--- src/hw/vic_pkg.sv ---
// Functional notes
// - all enabled source requests merge into one request to the core
// - two priority levels exist: high and low
// - pick by priority level first, then lowest vector number
// - one flag per source; source sets it, software write clears it
// - per-source enable gates each flag into the combined request
// - per-source priority bit selects high or low level
// - global control holds global enables; status register reports state
// - status bits show high, low or main-line execution context
// - 21-bit table base held in three software registers
// - while locked, writes to the base registers are blocked
// - config bit 3 selects multi-vector, bit 4 selects lock-once
// - with lock-once, lock flag toggles once per reset only
// - table holds 68 vectors, one per source
// - each entry is one 16-bit word, two byte addresses
// - multi-vector bit decides whether the table is used
// - legacy mode vectors to high or low fixed location
// - multi-vector handler address is table entry shifted left two
// - fixed response latency regardless of source
// - two context levels; high may preempt a low handler
// - legacy high vector is base, low is base plus eight words
// - entry address is base plus twice vector, captured in 21 bits
// - base resets to 00 0008h
// - unlock needs 55h then aah on consecutive lock writes
package vic_pkg;
    localparam int NUM_SRC = 68;
    localparam int VEC_W = 7;
    localparam int ADDR_W = 21;
    localparam int REG_W = 8;
    localparam int RA_W = 8;
    localparam int NUM_REGS8 = 9; // 68 sources fill 9 byte registers
    // register offsets
    localparam logic [RA_W-1:0] OFS_GCTRL = 8'h00;
    localparam logic [RA_W-1:0] OFS_STATUS = 8'h01;
    localparam logic [RA_W-1:0] OFS_BASE_L = 8'h02;
    localparam logic [RA_W-1:0] OFS_BASE_H = 8'h03;
    localparam logic [RA_W-1:0] OFS_BASE_U = 8'h04;
    localparam logic [RA_W-1:0] OFS_LOCK = 8'h05;
    localparam logic [RA_W-1:0] OFS_VAD_L = 8'h06;
    localparam logic [RA_W-1:0] OFS_VAD_H = 8'h07;
    localparam logic [RA_W-1:0] OFS_VAD_U = 8'h08;
    localparam logic [RA_W-1:0] OFS_FLAG = 8'h10;
    localparam logic [RA_W-1:0] OFS_EN = 8'h20;
    localparam logic [RA_W-1:0] OFS_PRI = 8'h30;
    // field positions
    localparam int GC_HIGH_EN = 7;
    localparam int GC_LOW_EN = 6;
    localparam int GC_PRI_EN = 5;
    localparam int ST_HIGH_ACT = 7;
    localparam int ST_LOW_ACT = 6;
    localparam int LOCK_BIT = 0;
    localparam int CFG_MVEC = 3;
    localparam int CFG_ONCE = 4;
    // values
    localparam logic [ADDR_W-1:0] BASE_RST = 21'h00_0008;
    localparam logic [REG_W-1:0] KEY_A = 8'h55;
    localparam logic [REG_W-1:0] KEY_B = 8'haa;
    localparam logic [ADDR_W-1:0] LOW_VEC_OFS = 21'h00_0010; // 8 words
    localparam int ISR_SHIFT = 2;
    localparam int LATENCY = 3; // cycles from request to vector presented
    typedef enum logic [1:0] {CTX_MAIN, CTX_LOW, CTX_HIGH} ctx_t;
    typedef enum logic [1:0] {KEY_IDLE, KEY_GOT_A, KEY_OPEN} key_t;
endpackage : vic_pkg

--- src/hw/vector_interrupt_ctrl.sv ---
module vector_interrupt_ctrl
    import vic_pkg::*;
#(
    parameter int N = NUM_SRC
) (
    input wire logic clock,
    input wire logic sys_rst,
    input wire logic [RA_W-1:0] reg_addr,
    input wire logic [REG_W-1:0] reg_wdata,
    input wire logic reg_wr,
    input wire logic reg_rd,
    output logic [REG_W-1:0] reg_rdata,
    input wire logic [N-1:0] src_event,
    input wire logic [REG_W-1:0] config_word_low,
    output logic core_irq,
    output logic core_irq_high,
    output logic [ADDR_W-1:0] fetch_addr,
    output logic fetch_is_table,
    input wire logic core_ack,
    input wire logic [15:0] table_entry,
    input wire logic table_valid,
    output logic [ADDR_W-1:0] isr_addr,
    output logic isr_valid,
    input wire logic core_return
);
    // ************************************************
    // registers
    // ************************************************
    logic [N-1:0] flag_q, en_q, pri_q;
    logic [REG_W-1:0] gctrl_q;
    logic [ADDR_W-1:0] base_q, vad_q;
    logic locked_q, lock_used_q;
    key_t key_q;
    ctx_t ctx_q, saved_q;
    logic [VEC_W-1:0] sel_vec;
    logic sel_hit, sel_high;
    logic [1:0] lat_q;
    logic pend_q;
    logic pend_high_q;
    logic [N-1:0] clr_mask;
    logic mvec, once, hi_req;
    assign mvec = config_word_low[CFG_MVEC];
    assign once = config_word_low[CFG_ONCE];

    // write clear mask for the flag bytes
    always_comb begin
        clr_mask = '0;
        for (int i = 0; i < N; i++) begin
            if (reg_wr && reg_addr == OFS_FLAG + RA_W'(i / REG_W)
                && !reg_wdata[i % REG_W]) begin
                clr_mask[i] = 1'b1;
            end
        end
    end

    // set wins over clear so no event is lost
    always_ff @(posedge clock) begin
        if (sys_rst) begin
            flag_q <= '0;
        end else begin
            flag_q <= (flag_q & ~clr_mask) | src_event;
        end
    end

    // enable and priority byte registers
    always_ff @(posedge clock) begin
        if (sys_rst) begin
            en_q <= '0;
            pri_q <= '0;
        end else if (reg_wr) begin
            for (int i = 0; i < N; i++) begin
                if (reg_addr == OFS_EN + RA_W'(i / REG_W)) begin
                    en_q[i] <= reg_wdata[i % REG_W];
                end
                if (reg_addr == OFS_PRI + RA_W'(i / REG_W)) begin
                    pri_q[i] <= reg_wdata[i % REG_W];
                end
            end
        end
    end

    // global control
    always_ff @(posedge clock) begin
        if (sys_rst) begin
            gctrl_q <= '0;
        end else if (reg_wr && reg_addr == OFS_GCTRL) begin
            gctrl_q <= reg_wdata;
        end
    end

    // ************************************************
    // lock key sequence
    // ************************************************
    // key window opens only for the write right after 55h then aah
    always_ff @(posedge clock) begin
        if (sys_rst) begin
            key_q <= KEY_IDLE;
        end else if (reg_wr && reg_addr == OFS_LOCK) begin
            case (key_q)
                KEY_IDLE: key_q <= (reg_wdata == KEY_A) ? KEY_GOT_A : KEY_IDLE;
                KEY_GOT_A: key_q <= (reg_wdata == KEY_B) ? KEY_OPEN :
                    ((reg_wdata == KEY_A) ? KEY_GOT_A : KEY_IDLE);
                // a fresh 55h restarts the key from any state
                default: key_q <= (reg_wdata == KEY_A) ? KEY_GOT_A : KEY_IDLE;
            endcase
        end else if (reg_wr) begin
            key_q <= KEY_IDLE; // any other write breaks the sequence
        end
    end

    // lock flag, with single-toggle option
    always_ff @(posedge clock) begin
        if (sys_rst) begin
            locked_q <= 1'b0;
            lock_used_q <= 1'b0;
        end else if (reg_wr && reg_addr == OFS_LOCK && key_q == KEY_OPEN
                     && !gctrl_q[GC_HIGH_EN]) begin
            if (!(once && lock_used_q && !reg_wdata[LOCK_BIT])) begin
                locked_q <= reg_wdata[LOCK_BIT];
            end
            if (reg_wdata[LOCK_BIT]) begin
                lock_used_q <= 1'b1;
            end
        end
    end

    // base registers, three bytes
    always_ff @(posedge clock) begin
        if (sys_rst) begin
            base_q <= BASE_RST;
        end else if (reg_wr && !locked_q) begin
            if (reg_addr == OFS_BASE_L) begin
                base_q[7:0] <= reg_wdata;
            end else if (reg_addr == OFS_BASE_H) begin
                base_q[15:8] <= reg_wdata;
            end else if (reg_addr == OFS_BASE_U) begin
                base_q[ADDR_W-1:16] <= reg_wdata[ADDR_W-17:0];
            end
        end
    end

    // ************************************************
    // arbitration
    // ************************************************
    // high level first, lowest vector within a level
    always_comb begin
        logic hit_h, hit_l;
        logic [VEC_W-1:0] vh, vl;
        logic act;
        act = 1'b0;
        hit_h = 1'b0;
        hit_l = 1'b0;
        vh = '0;
        vl = '0;
        for (int i = N - 1; i >= 0; i--) begin
            act = flag_q[i] & en_q[i];
            if (act && (pri_q[i] || !gctrl_q[GC_PRI_EN])) begin
                hit_h = 1'b1;
                vh = VEC_W'(i);
            end else if (act) begin
                hit_l = 1'b1;
                vl = VEC_W'(i);
            end
        end
        hi_req = hit_h && gctrl_q[GC_HIGH_EN] && ctx_q != CTX_HIGH;
        // low held off while high pending or high handler active
        sel_high = hi_req;
        sel_hit = hi_req || (hit_l && !hit_h && gctrl_q[GC_HIGH_EN]
            && gctrl_q[GC_LOW_EN] && ctx_q == CTX_MAIN);
        sel_vec = hi_req ? vh : vl;
    end

    // request pipeline: fixed latency from flag to core_irq
    always_ff @(posedge clock) begin
        if (sys_rst) begin
            lat_q <= '0;
            pend_q <= 1'b0;
            pend_high_q <= 1'b0;
            vad_q <= '0;
            fetch_addr <= '0;
        end else if (pend_q) begin
            if (core_ack) begin
                pend_q <= 1'b0;
                lat_q <= '0;
            end
        end else if (sel_hit) begin
            // counting keeps latency the same for every source
            if (lat_q == 2'(LATENCY - 1)) begin
                pend_q <= 1'b1;
                pend_high_q <= sel_high;
                if (mvec) begin
                    vad_q <= base_q + ADDR_W'({sel_vec, 1'b0});
                    fetch_addr <= base_q + ADDR_W'({sel_vec, 1'b0});
                end else begin
                    fetch_addr <= sel_high ? base_q
                        : base_q + LOW_VEC_OFS;
                end
            end else begin
                lat_q <= lat_q + 2'd1;
            end
        end else begin
            lat_q <= '0;
        end
    end
    assign core_irq = pend_q;
    assign core_irq_high = pend_high_q;
    assign fetch_is_table = mvec;

    // handler address from table entry
    always_ff @(posedge clock) begin
        if (sys_rst) begin
            isr_addr <= '0;
            isr_valid <= 1'b0;
        end else begin
            isr_valid <= mvec && table_valid;
            if (mvec && table_valid) begin
                isr_addr <= ADDR_W'({table_entry, 2'b00});
            end
        end
    end

    // ************************************************
    // execution context, one saved level
    // ************************************************
    always_ff @(posedge clock) begin
        if (sys_rst) begin
            ctx_q <= CTX_MAIN;
            saved_q <= CTX_MAIN;
        end else if (pend_q && core_ack) begin
            saved_q <= ctx_q;
            ctx_q <= pend_high_q ? CTX_HIGH : CTX_LOW;
        end else if (core_return) begin
            ctx_q <= (ctx_q == CTX_HIGH) ? saved_q : CTX_MAIN;
            saved_q <= CTX_MAIN;
        end
    end

    // ************************************************
    // read port
    // ************************************************
    always_ff @(posedge clock) begin
        if (sys_rst) begin
            reg_rdata <= '0;
        end else if (reg_rd) begin
            reg_rdata <= '0;
            if (reg_addr == OFS_GCTRL) begin
                reg_rdata <= gctrl_q;
            end else if (reg_addr == OFS_STATUS) begin
                reg_rdata[ST_HIGH_ACT] <= (ctx_q == CTX_HIGH);
                reg_rdata[ST_LOW_ACT] <= (ctx_q == CTX_LOW)
                    || (saved_q == CTX_LOW);
            end else if (reg_addr == OFS_BASE_L) begin
                reg_rdata <= base_q[7:0];
            end else if (reg_addr == OFS_BASE_H) begin
                reg_rdata <= base_q[15:8];
            end else if (reg_addr == OFS_BASE_U) begin
                reg_rdata <= REG_W'(base_q[ADDR_W-1:16]);
            end else if (reg_addr == OFS_LOCK) begin
                reg_rdata[LOCK_BIT] <= locked_q;
            end else if (reg_addr == OFS_VAD_L) begin
                reg_rdata <= vad_q[7:0];
            end else if (reg_addr == OFS_VAD_H) begin
                reg_rdata <= vad_q[15:8];
            end else if (reg_addr == OFS_VAD_U) begin
                reg_rdata <= REG_W'(vad_q[ADDR_W-1:16]);
            end else begin
                for (int i = 0; i < N; i++) begin
                    if (reg_addr == OFS_FLAG + RA_W'(i / REG_W)) begin
                        reg_rdata[i % REG_W] <= flag_q[i];
                    end else if (reg_addr == OFS_EN + RA_W'(i / REG_W)) begin
                        reg_rdata[i % REG_W] <= en_q[i];
                    end else if (reg_addr == OFS_PRI + RA_W'(i / REG_W)) begin
                        reg_rdata[i % REG_W] <= pri_q[i];
                    end
                end
            end
        end else begin
            reg_rdata <= '0;
        end
    end
endmodule : vector_interrupt_ctrl

--- config.mk ---
export PLATFORM = sky130hd
export DESIGN_NAME = vector_interrupt_ctrl
export DESIGN_NICKNAME = d
export VERILOG_FILES = /design/src/hw/vic_pkg.sv /design/src/hw/vector_interrupt_ctrl.sv
export SDC_FILE = /design/constraint.sdc
export NUM_CORES = 1
export LEC_CHECK = 0
export BUFFER_PORTS_ARGS = -buffer_cell sky130_fd_sc_hd__buf_2
export CAP_MARGIN = 20
export CORE_ASPECT_RATIO = 0.7
export CORE_UTILIZATION = 40
export DETAILED_ROUTE_END_ITERATION = 8
export PLACE_DENSITY = 0.62
export SLEW_MARGIN = 20
export SYNTH_ARGS = -nofsm -noshare
export SYNTH_HDL_FRONTEND = slang
export SYNTH_SLANG_ARGS = --single-unit
--- constraint.sdc ---
create_clock -name clock -period 5.5 [get_ports clock]
set_clock_uncertainty 0.15 [all_clocks]
set_input_delay 0.55 -clock clock [delete_from_list [all_inputs] [get_ports clock]]
set_output_delay 0.55 -clock clock [all_outputs]
set_load 0.05 [all_outputs]
# Word level (Yosys, flattened, before mapping)
# Index checks and enable logic that the tools add are counted.
[word_totals]
reg_bits = 312
in_bits = 115
out_inout_bits = 54
wordCells = 1147
[op_classes]
n_addsub = 3
n_eq_ne = 46
mux = 713
n_bitwise = 76
n_reduce_logical = 273
[op_table]
columns = ["op", "count"]
rows = [
  ["7-bit 2-to-1 mux", 206],
  ["1-bit 2-to-1 mux", 482],
  ["1-bit logical AND", 160],
  ["8-bit by 6-bit equality test with 1-bit output, second input constant", 18],
  ["8-bit by 5-bit equality test with 1-bit output, second input constant", 9],
  ["1-bit logical OR", 70],
  ["1-bit AND", 68],
  ["68-bit AND", 1],
  ["68-bit inverter", 1],
  ["68-bit OR", 1],
  ["8-bit 2-to-1 mux", 7],
  ["2-bit AND reduction", 22],
  ["21-bit 2-to-1 mux", 2],
  ["8-bit by 3-bit equality test with 1-bit output, second input constant", 4],
  ["2-bit 2-to-1 mux", 15],
  ["21-bit by 5-bit adder with 21-bit output, second input constant", 1],
  ["21-bit by 8-bit adder with 21-bit output", 1],
  ["8-bit by 2-bit equality test with 1-bit output, second input constant", 2],
  ["1-bit logical NOT", 12],
  ["8-bit by 1-bit equality test with 1-bit output, second input constant", 1],
  ["8-bit by 4-bit equality test with 1-bit output, second input constant", 1],
  ["8-bit by 7-bit equality test with 1-bit output, second input constant", 1],
  ["8-bit equality test, second input constant", 1],
  ["8-bit logical NOT", 1],
  ["12 further kinds", 24],
]

# Longest topological paths before layout
[depth]
word_depth = 145
ltp_mapped = 22

# Least setup slack after synthesis
# Ideal clock, no wire load.
[synth_timing]
path_kind = "register to register"
startpoint = "register gctrl_q[5]"
endpoint = "register fetch_addr[19]"
setup_time_ns = 0.118
t_arrival_ns = 4.839
t_required_ns = 5.232
slack_ns = 0.394
stages_incl_launch_ff = 22
n_path_buf = 4
path_cell_list = "dfxtp_1 -> buf_4 -> buf_6 -> nand2b_1 -> a32o_1 -> nor4_2 -> nand4_2 -> o41ai_4 -> buf_4 -> buf_2 -> nor3_1 -> a32o_1 -> ha_1 -> fa_1 -> a21o_1 -> a21oi_1 -> o21bai_1 -> a31oi_1 -> nor3_1 -> a41o_1 -> or4_1 -> o2111a_1"
[synth_via]
elab_chain_cells = 144
word_cells_on_any_way = 556
[synth_lines]
columns = ["item", "line_no", "rtl"]
rows = [
  ["from (decl)", "vector_interrupt_ctrl.sv:30", "logic [REG_W-1:0] gctrl_q;"],
  ["from (signal assigned)", "vector_interrupt_ctrl.sv:87", "gctrl_q <= reg_wdata;"],
  ["1-bit logical NOT (*)", "vector_interrupt_ctrl.sv:157", "if (act && (pri_q[i] || !gctrl_q[GC_PRI_EN])) begin"],
  ["branches (longest 143 deep; another with 7-bit 2-to-1 mux)", "--", ""],
  ["to (signal assigned)", "vector_interrupt_ctrl.sv:193", "fetch_addr <= base_q + ADDR_W'({sel_vec, 1'b0});"],
  ["to (signal assigned)", "vector_interrupt_ctrl.sv:195", "fetch_addr <= sel_high ? base_q"],
  ["to (decl)", "vector_interrupt_ctrl.sv:17", "output logic [ADDR_W-1:0] fetch_addr,"],
]
# Every way passes the cells marked *.
# A chain may end at the register's enable or synchronous reset.

# Worst setup path after layout
# Ends and elaborated chain as after synthesis.

==> flow_metrics.env <==
export IMPL_status="completed"
export IMPL_finalSetupViolations=0
export IMPL_fp_coreArea_um2=45400
export IMPL_remaining_drc_errors=0
export IMPL_cts_htree_levels=2
export IMPL_avgViaCountPerCell=6.44
export IMPL_dp_hpwl_um=57900
export IMPL_crit_arrival_ns=5.54
export IMPL_fin_crit_sh_pct=95.7
export IMPL_grt_pass1_wl_um=120000
export IMPL_maxCapViolations=0
export IMPL_portBuffers=157
export IMPL_hold_viol_final=0
export IMPL_max_freq_mhz=190
export IMPL_drtPass1Iterations=5
export IMPL_criticalPathCategory="reg2reg"
export IMPL_ys_async_sr_fraction_pct=0
export IMPL_hold_path_class="in2reg"
export IMPL_cts_sinks=312
export IMPL_synthTopCellsByArea="dfxtp_1 34%, a21oi_1 6.7%, nand2_1 6.2%"
export IMPL_yosys_area_top_type="dfxtp_1"
export IMPL_period_needed_ns=5.26
export IMPL_powerDensity_nw_per_um2=240
export IMPL_synth_top_flop_cell="dfxtp_1"
export IMPL_fin_nets=2667
export IMPL_top_level_ports=169
export IMPL_grtUsageTotal_pct=33.4
export IMPL_initial_utilization_pct=40.9
export IMPL_drive_above_1_share_pct=13.7
export IMPL_p_sw_share_pct=25.9
export IMPL_cp_end_kind="flop"
export IMPL_tightest_slew_ns=1.14
export IMPL_finalInstanceArea_um2=21300
export IMPL_path_clk_slew_ns=0.07
export IMPL_clk_latency_ns=0.55
export IMPL_placed_area_um2=20000
export IMPL_wire_per_inst_um=25.6
export IMPL_synth_area_um2=18600
export IMPL_first_iter_violations=2735
export IMPL_fp_dieH_um=182
export IMPL_critPathRequiredTime_ns=5.77
export IMPL_critPathLaunchType="flop"
export IMPL_pwr_share_seq_pct=46.3
export IMPL_ir_drop_uv=190
export IMPL_yosys_register_bits=312
export IMPL_synth_distinct_cells=92
export IMPL_grt_overflow_total=0
export IMPL_drv_slew=0
export IMPL_rr_endpoint="fetch_addr[19]$_SDFFE_PP0P_"
export IMPL_yosysSeqAreaShare_pct=33.7
export IMPL_dr_total_vias=20400
export IMPL_dieArea_um2=47300
export IMPL_routabilityCongestion=0.974
export IMPL_wl_um=81200
export IMPL_critPathLaunch="gctrl_q[5]$_SDFFE_PP0P_"
export IMPL_p_int_mw=3.79
export IMPL_regToRegStartpoint="gctrl_q[5]$_SDFFE_PP0P_"
export IMPL_cts_tree="yes"
export IMPL_r2r_slack_ns=0.24
export IMPL_cts_inserted_buffers=34
export IMPL_dieWidth_um=259
export IMPL_synth_top_area_share_pct=33.7
export IMPL_p_clk_share_pct=46.4
export IMPL_fill_cells=4585
export IMPL_antenna_found_initial=1
export IMPL_grt_max_degree=109
export IMPL_grt_pass1_vias=18700
export IMPL_p_switching_mw=1.32
export IMPL_synthToLayoutAreaGrowth_pct=14.6
export IMPL_maxSlewHeadroom_pct=24.2
export IMPL_synth_warnings=0
export IMPL_synth_edf_count=0
export IMPL_synth_cells=2439
export IMPL_rows=65
export IMPL_cts_buffer_depth=3
export IMPL_tns_ns=0
export IMPL_cts_root_buf="clkbuf_16"
export IMPL_leakagePower_nw=8.65
export IMPL_cts_hold_buf=0
export IMPL_worst_hold_slack_ns=0.0928
export IMPL_synth_avg_cell_area_um2=7.61
export IMPL_path_max_fanout=12
export IMPL_power_frac_comb_pct=7.3
export IMPL_r2r_cells=21
export IMPL_postRouteAntennaNets=0
export IMPL_endpoint="fetch_addr[19]$_SDFFE_PP0P_"
-- state kept, by name, summed over array words and instances (netlist names), 2 cells and up --
name and flops:
reg_rdata 8, base_q 21, lat_q 2, pri_q 68
ctx_q 2, gctrl_q 8, en_q 68, fetch_addr 21
vad_q 21, flag_q 68, isr_addr 16, saved_q 2
key_q 2
-- cell families (layout without fill, tap and decap cells) --
kind of cell	after synthesis	after routing	synth area share (%)
AND/OR/NAND/NOR	1012	1012	28.1
XOR/XNOR	19	19	0.897
AO/OA/AOI/OAI	703	703	24.4
flip-flops	312	312	33.7
other	1	6	0.0202
adder cells (fa/ha/maj)	10	10	0.715
buffers and inverters	271	392	5.97
multiplexers	111	111	6.25
-- cell usage in the layout (no fill, tap or decap), types with 13 or more instances in the layout --
cell | netlist | layout
dfxtp_1 | 312 | 311
nand2_1 | 306 | 306
a21oi_1 | 247 | 247
nor2_1 | 205 | 205
buf_2 | 12 | 155
nand3_1 | 134 | 133
o21ai_0 | 130 | 130
inv_1 | 98 | 98
mux2i_1 | 96 | 96
buf_4 | 14 | 75
nand4b_1 | 61 | 61
nand2b_1 | 48 | 48
nor2b_1 | 48 | 48
nor3_1 | 45 | 43
a22oi_1 | 37 | 37
clkbuf_16 | 0 | 35
o22ai_1 | 34 | 33
nand4_1 | 33 | 33
a31oi_1 | 31 | 30
and2_1 | 25 | 25
a211oi_1 | 24 | 24
nor4_1 | 16 | 16
o211ai_1 | 14 | 14
xnor2_1 | 14 | 14
o31ai_1 | 13 | 13
-- routing by layer --
| layer | vias to the layer above | track usage [%] | wire length, um |
|---|---|---|---|
| li1 | 9119 | - | - |
| met1 | 9932 | 49.0 | 36100 |
| met2 | 1176 | 47.2 | 32800 |
| met3 | 177 | 7.90 | 9470 |
| met4 | 0 | 11.2 | 2740 |
| met5 | - | 0 | 0 |
-- power by group through the flow --
stage / Combinational, mW / Sequential, mW / Clock [mW]
floorplan: 0.197 / 2.40 / 0
global placement: 0.359 / 2.41 / 0
detailed placement: 0.363 / 2.41 / 0
CTS: 0.365 / 2.36 / 2.41
global route: 0.393 / 2.37 / 2.51
finish: 0.372 / 2.37 / 2.37
-- synth_stat cells, types with 13 or more instances --
cell type,count
dfxtp_1,312
nand2_1,306
a21oi_1,247
nor2_1,205
clkbuf_1,135
nand3_1,134
o21ai_0,130
inv_1,98
mux2i_1,96
nand4b_1,61
nand2b_1,48
nor2b_1,48
nor3_1,45
a22oi_1,37
o22ai_1,34
nand4_1,33
a31oi_1,31
and2_1,25
a211oi_1,24
nor4_1,16
buf_4,14
o211ai_1,14
xnor2_1,14
o31ai_1,13
-- critical path: stages, from the launching register on --
cell	delay, ns
dfxtp_4	0.41
buf_4	0.20
buf_4	0.14
buf_4	0.16
nor2b_1	0.15
o2111ai_1	0.27
a21oi_1	0.14
nor3_2	0.26
o41ai_2	0.12
a21oi_1	0.27
o211ai_1	0.25
a32o_1	0.30
ha_1	0.20
fa_1	0.40
a21o_1	0.18
a21oi_1	0.18
o21bai_1	0.12
a31oi_2	0.29
nor3_1	0.09
a41o_1	0.22
or4_1	0.43
o2111a_1	0.16
-- final cells by class --
cell class	count	area [um^2]	share of cell area [%]
inverter	99	372	1.75
clock buffer	44	970	4.56
sequential	312	6250	29.4
antenna	1	2.50	0.0118
tap	603	754	3.55
clock inverter	14	158	0.742
multi-input combinational	1860	11300	53.3
timing repair buffer	235	1410	6.64
-- through the flow --
stage	utilization [%]	total power [mW]	setup WS, ns	cells
global placement	44.1	2.77	0.173	3104
detailed placement	44.1	2.78	0.0454	3104
finish	46.8	5.11	0.236	3168
CTS	46.6	5.14	0.128	3163
floorplan	-	2.60	0.394	2443
global route	46.8	5.27	-0.0217	3168
-- worst min-delay path by stage --
stage	to	slack, ns	depth (start not counted)	startpoint
5_1_grt	flag_q[65]$_SDFF_PP0_	0.09	3	src_event[65]
3_3_place_gp	lock_used_q$_SDFFE_PP0P_	0.29	2	lock_used_q$_SDFFE_PP0P_
3_5_place_dp	lock_used_q$_SDFFE_PP0P_	0.29	2	lock_used_q$_SDFFE_PP0P_
4_1_cts	flag_q[55]$_SDFF_PP0_	0.08	3	src_event[55]
6_report	flag_q[48]$_SDFF_PP0_	0.09	3	src_event[48]
2_1_floorplan	lat_q[0]$_SDFFE_PP0P_	0.27	1	lat_q[0]$_SDFFE_PP0P_
-- repair_timing --
action,in CTS,in global routing
hold endpoints to repair,0,0
endpoints found under the setup margin,3,24
setup buffers,1,4
pin swaps,0,3
gates resized for setup,0,10
gates cloned,0,0
No activity file was read; power rests on OpenSTA's default activity.
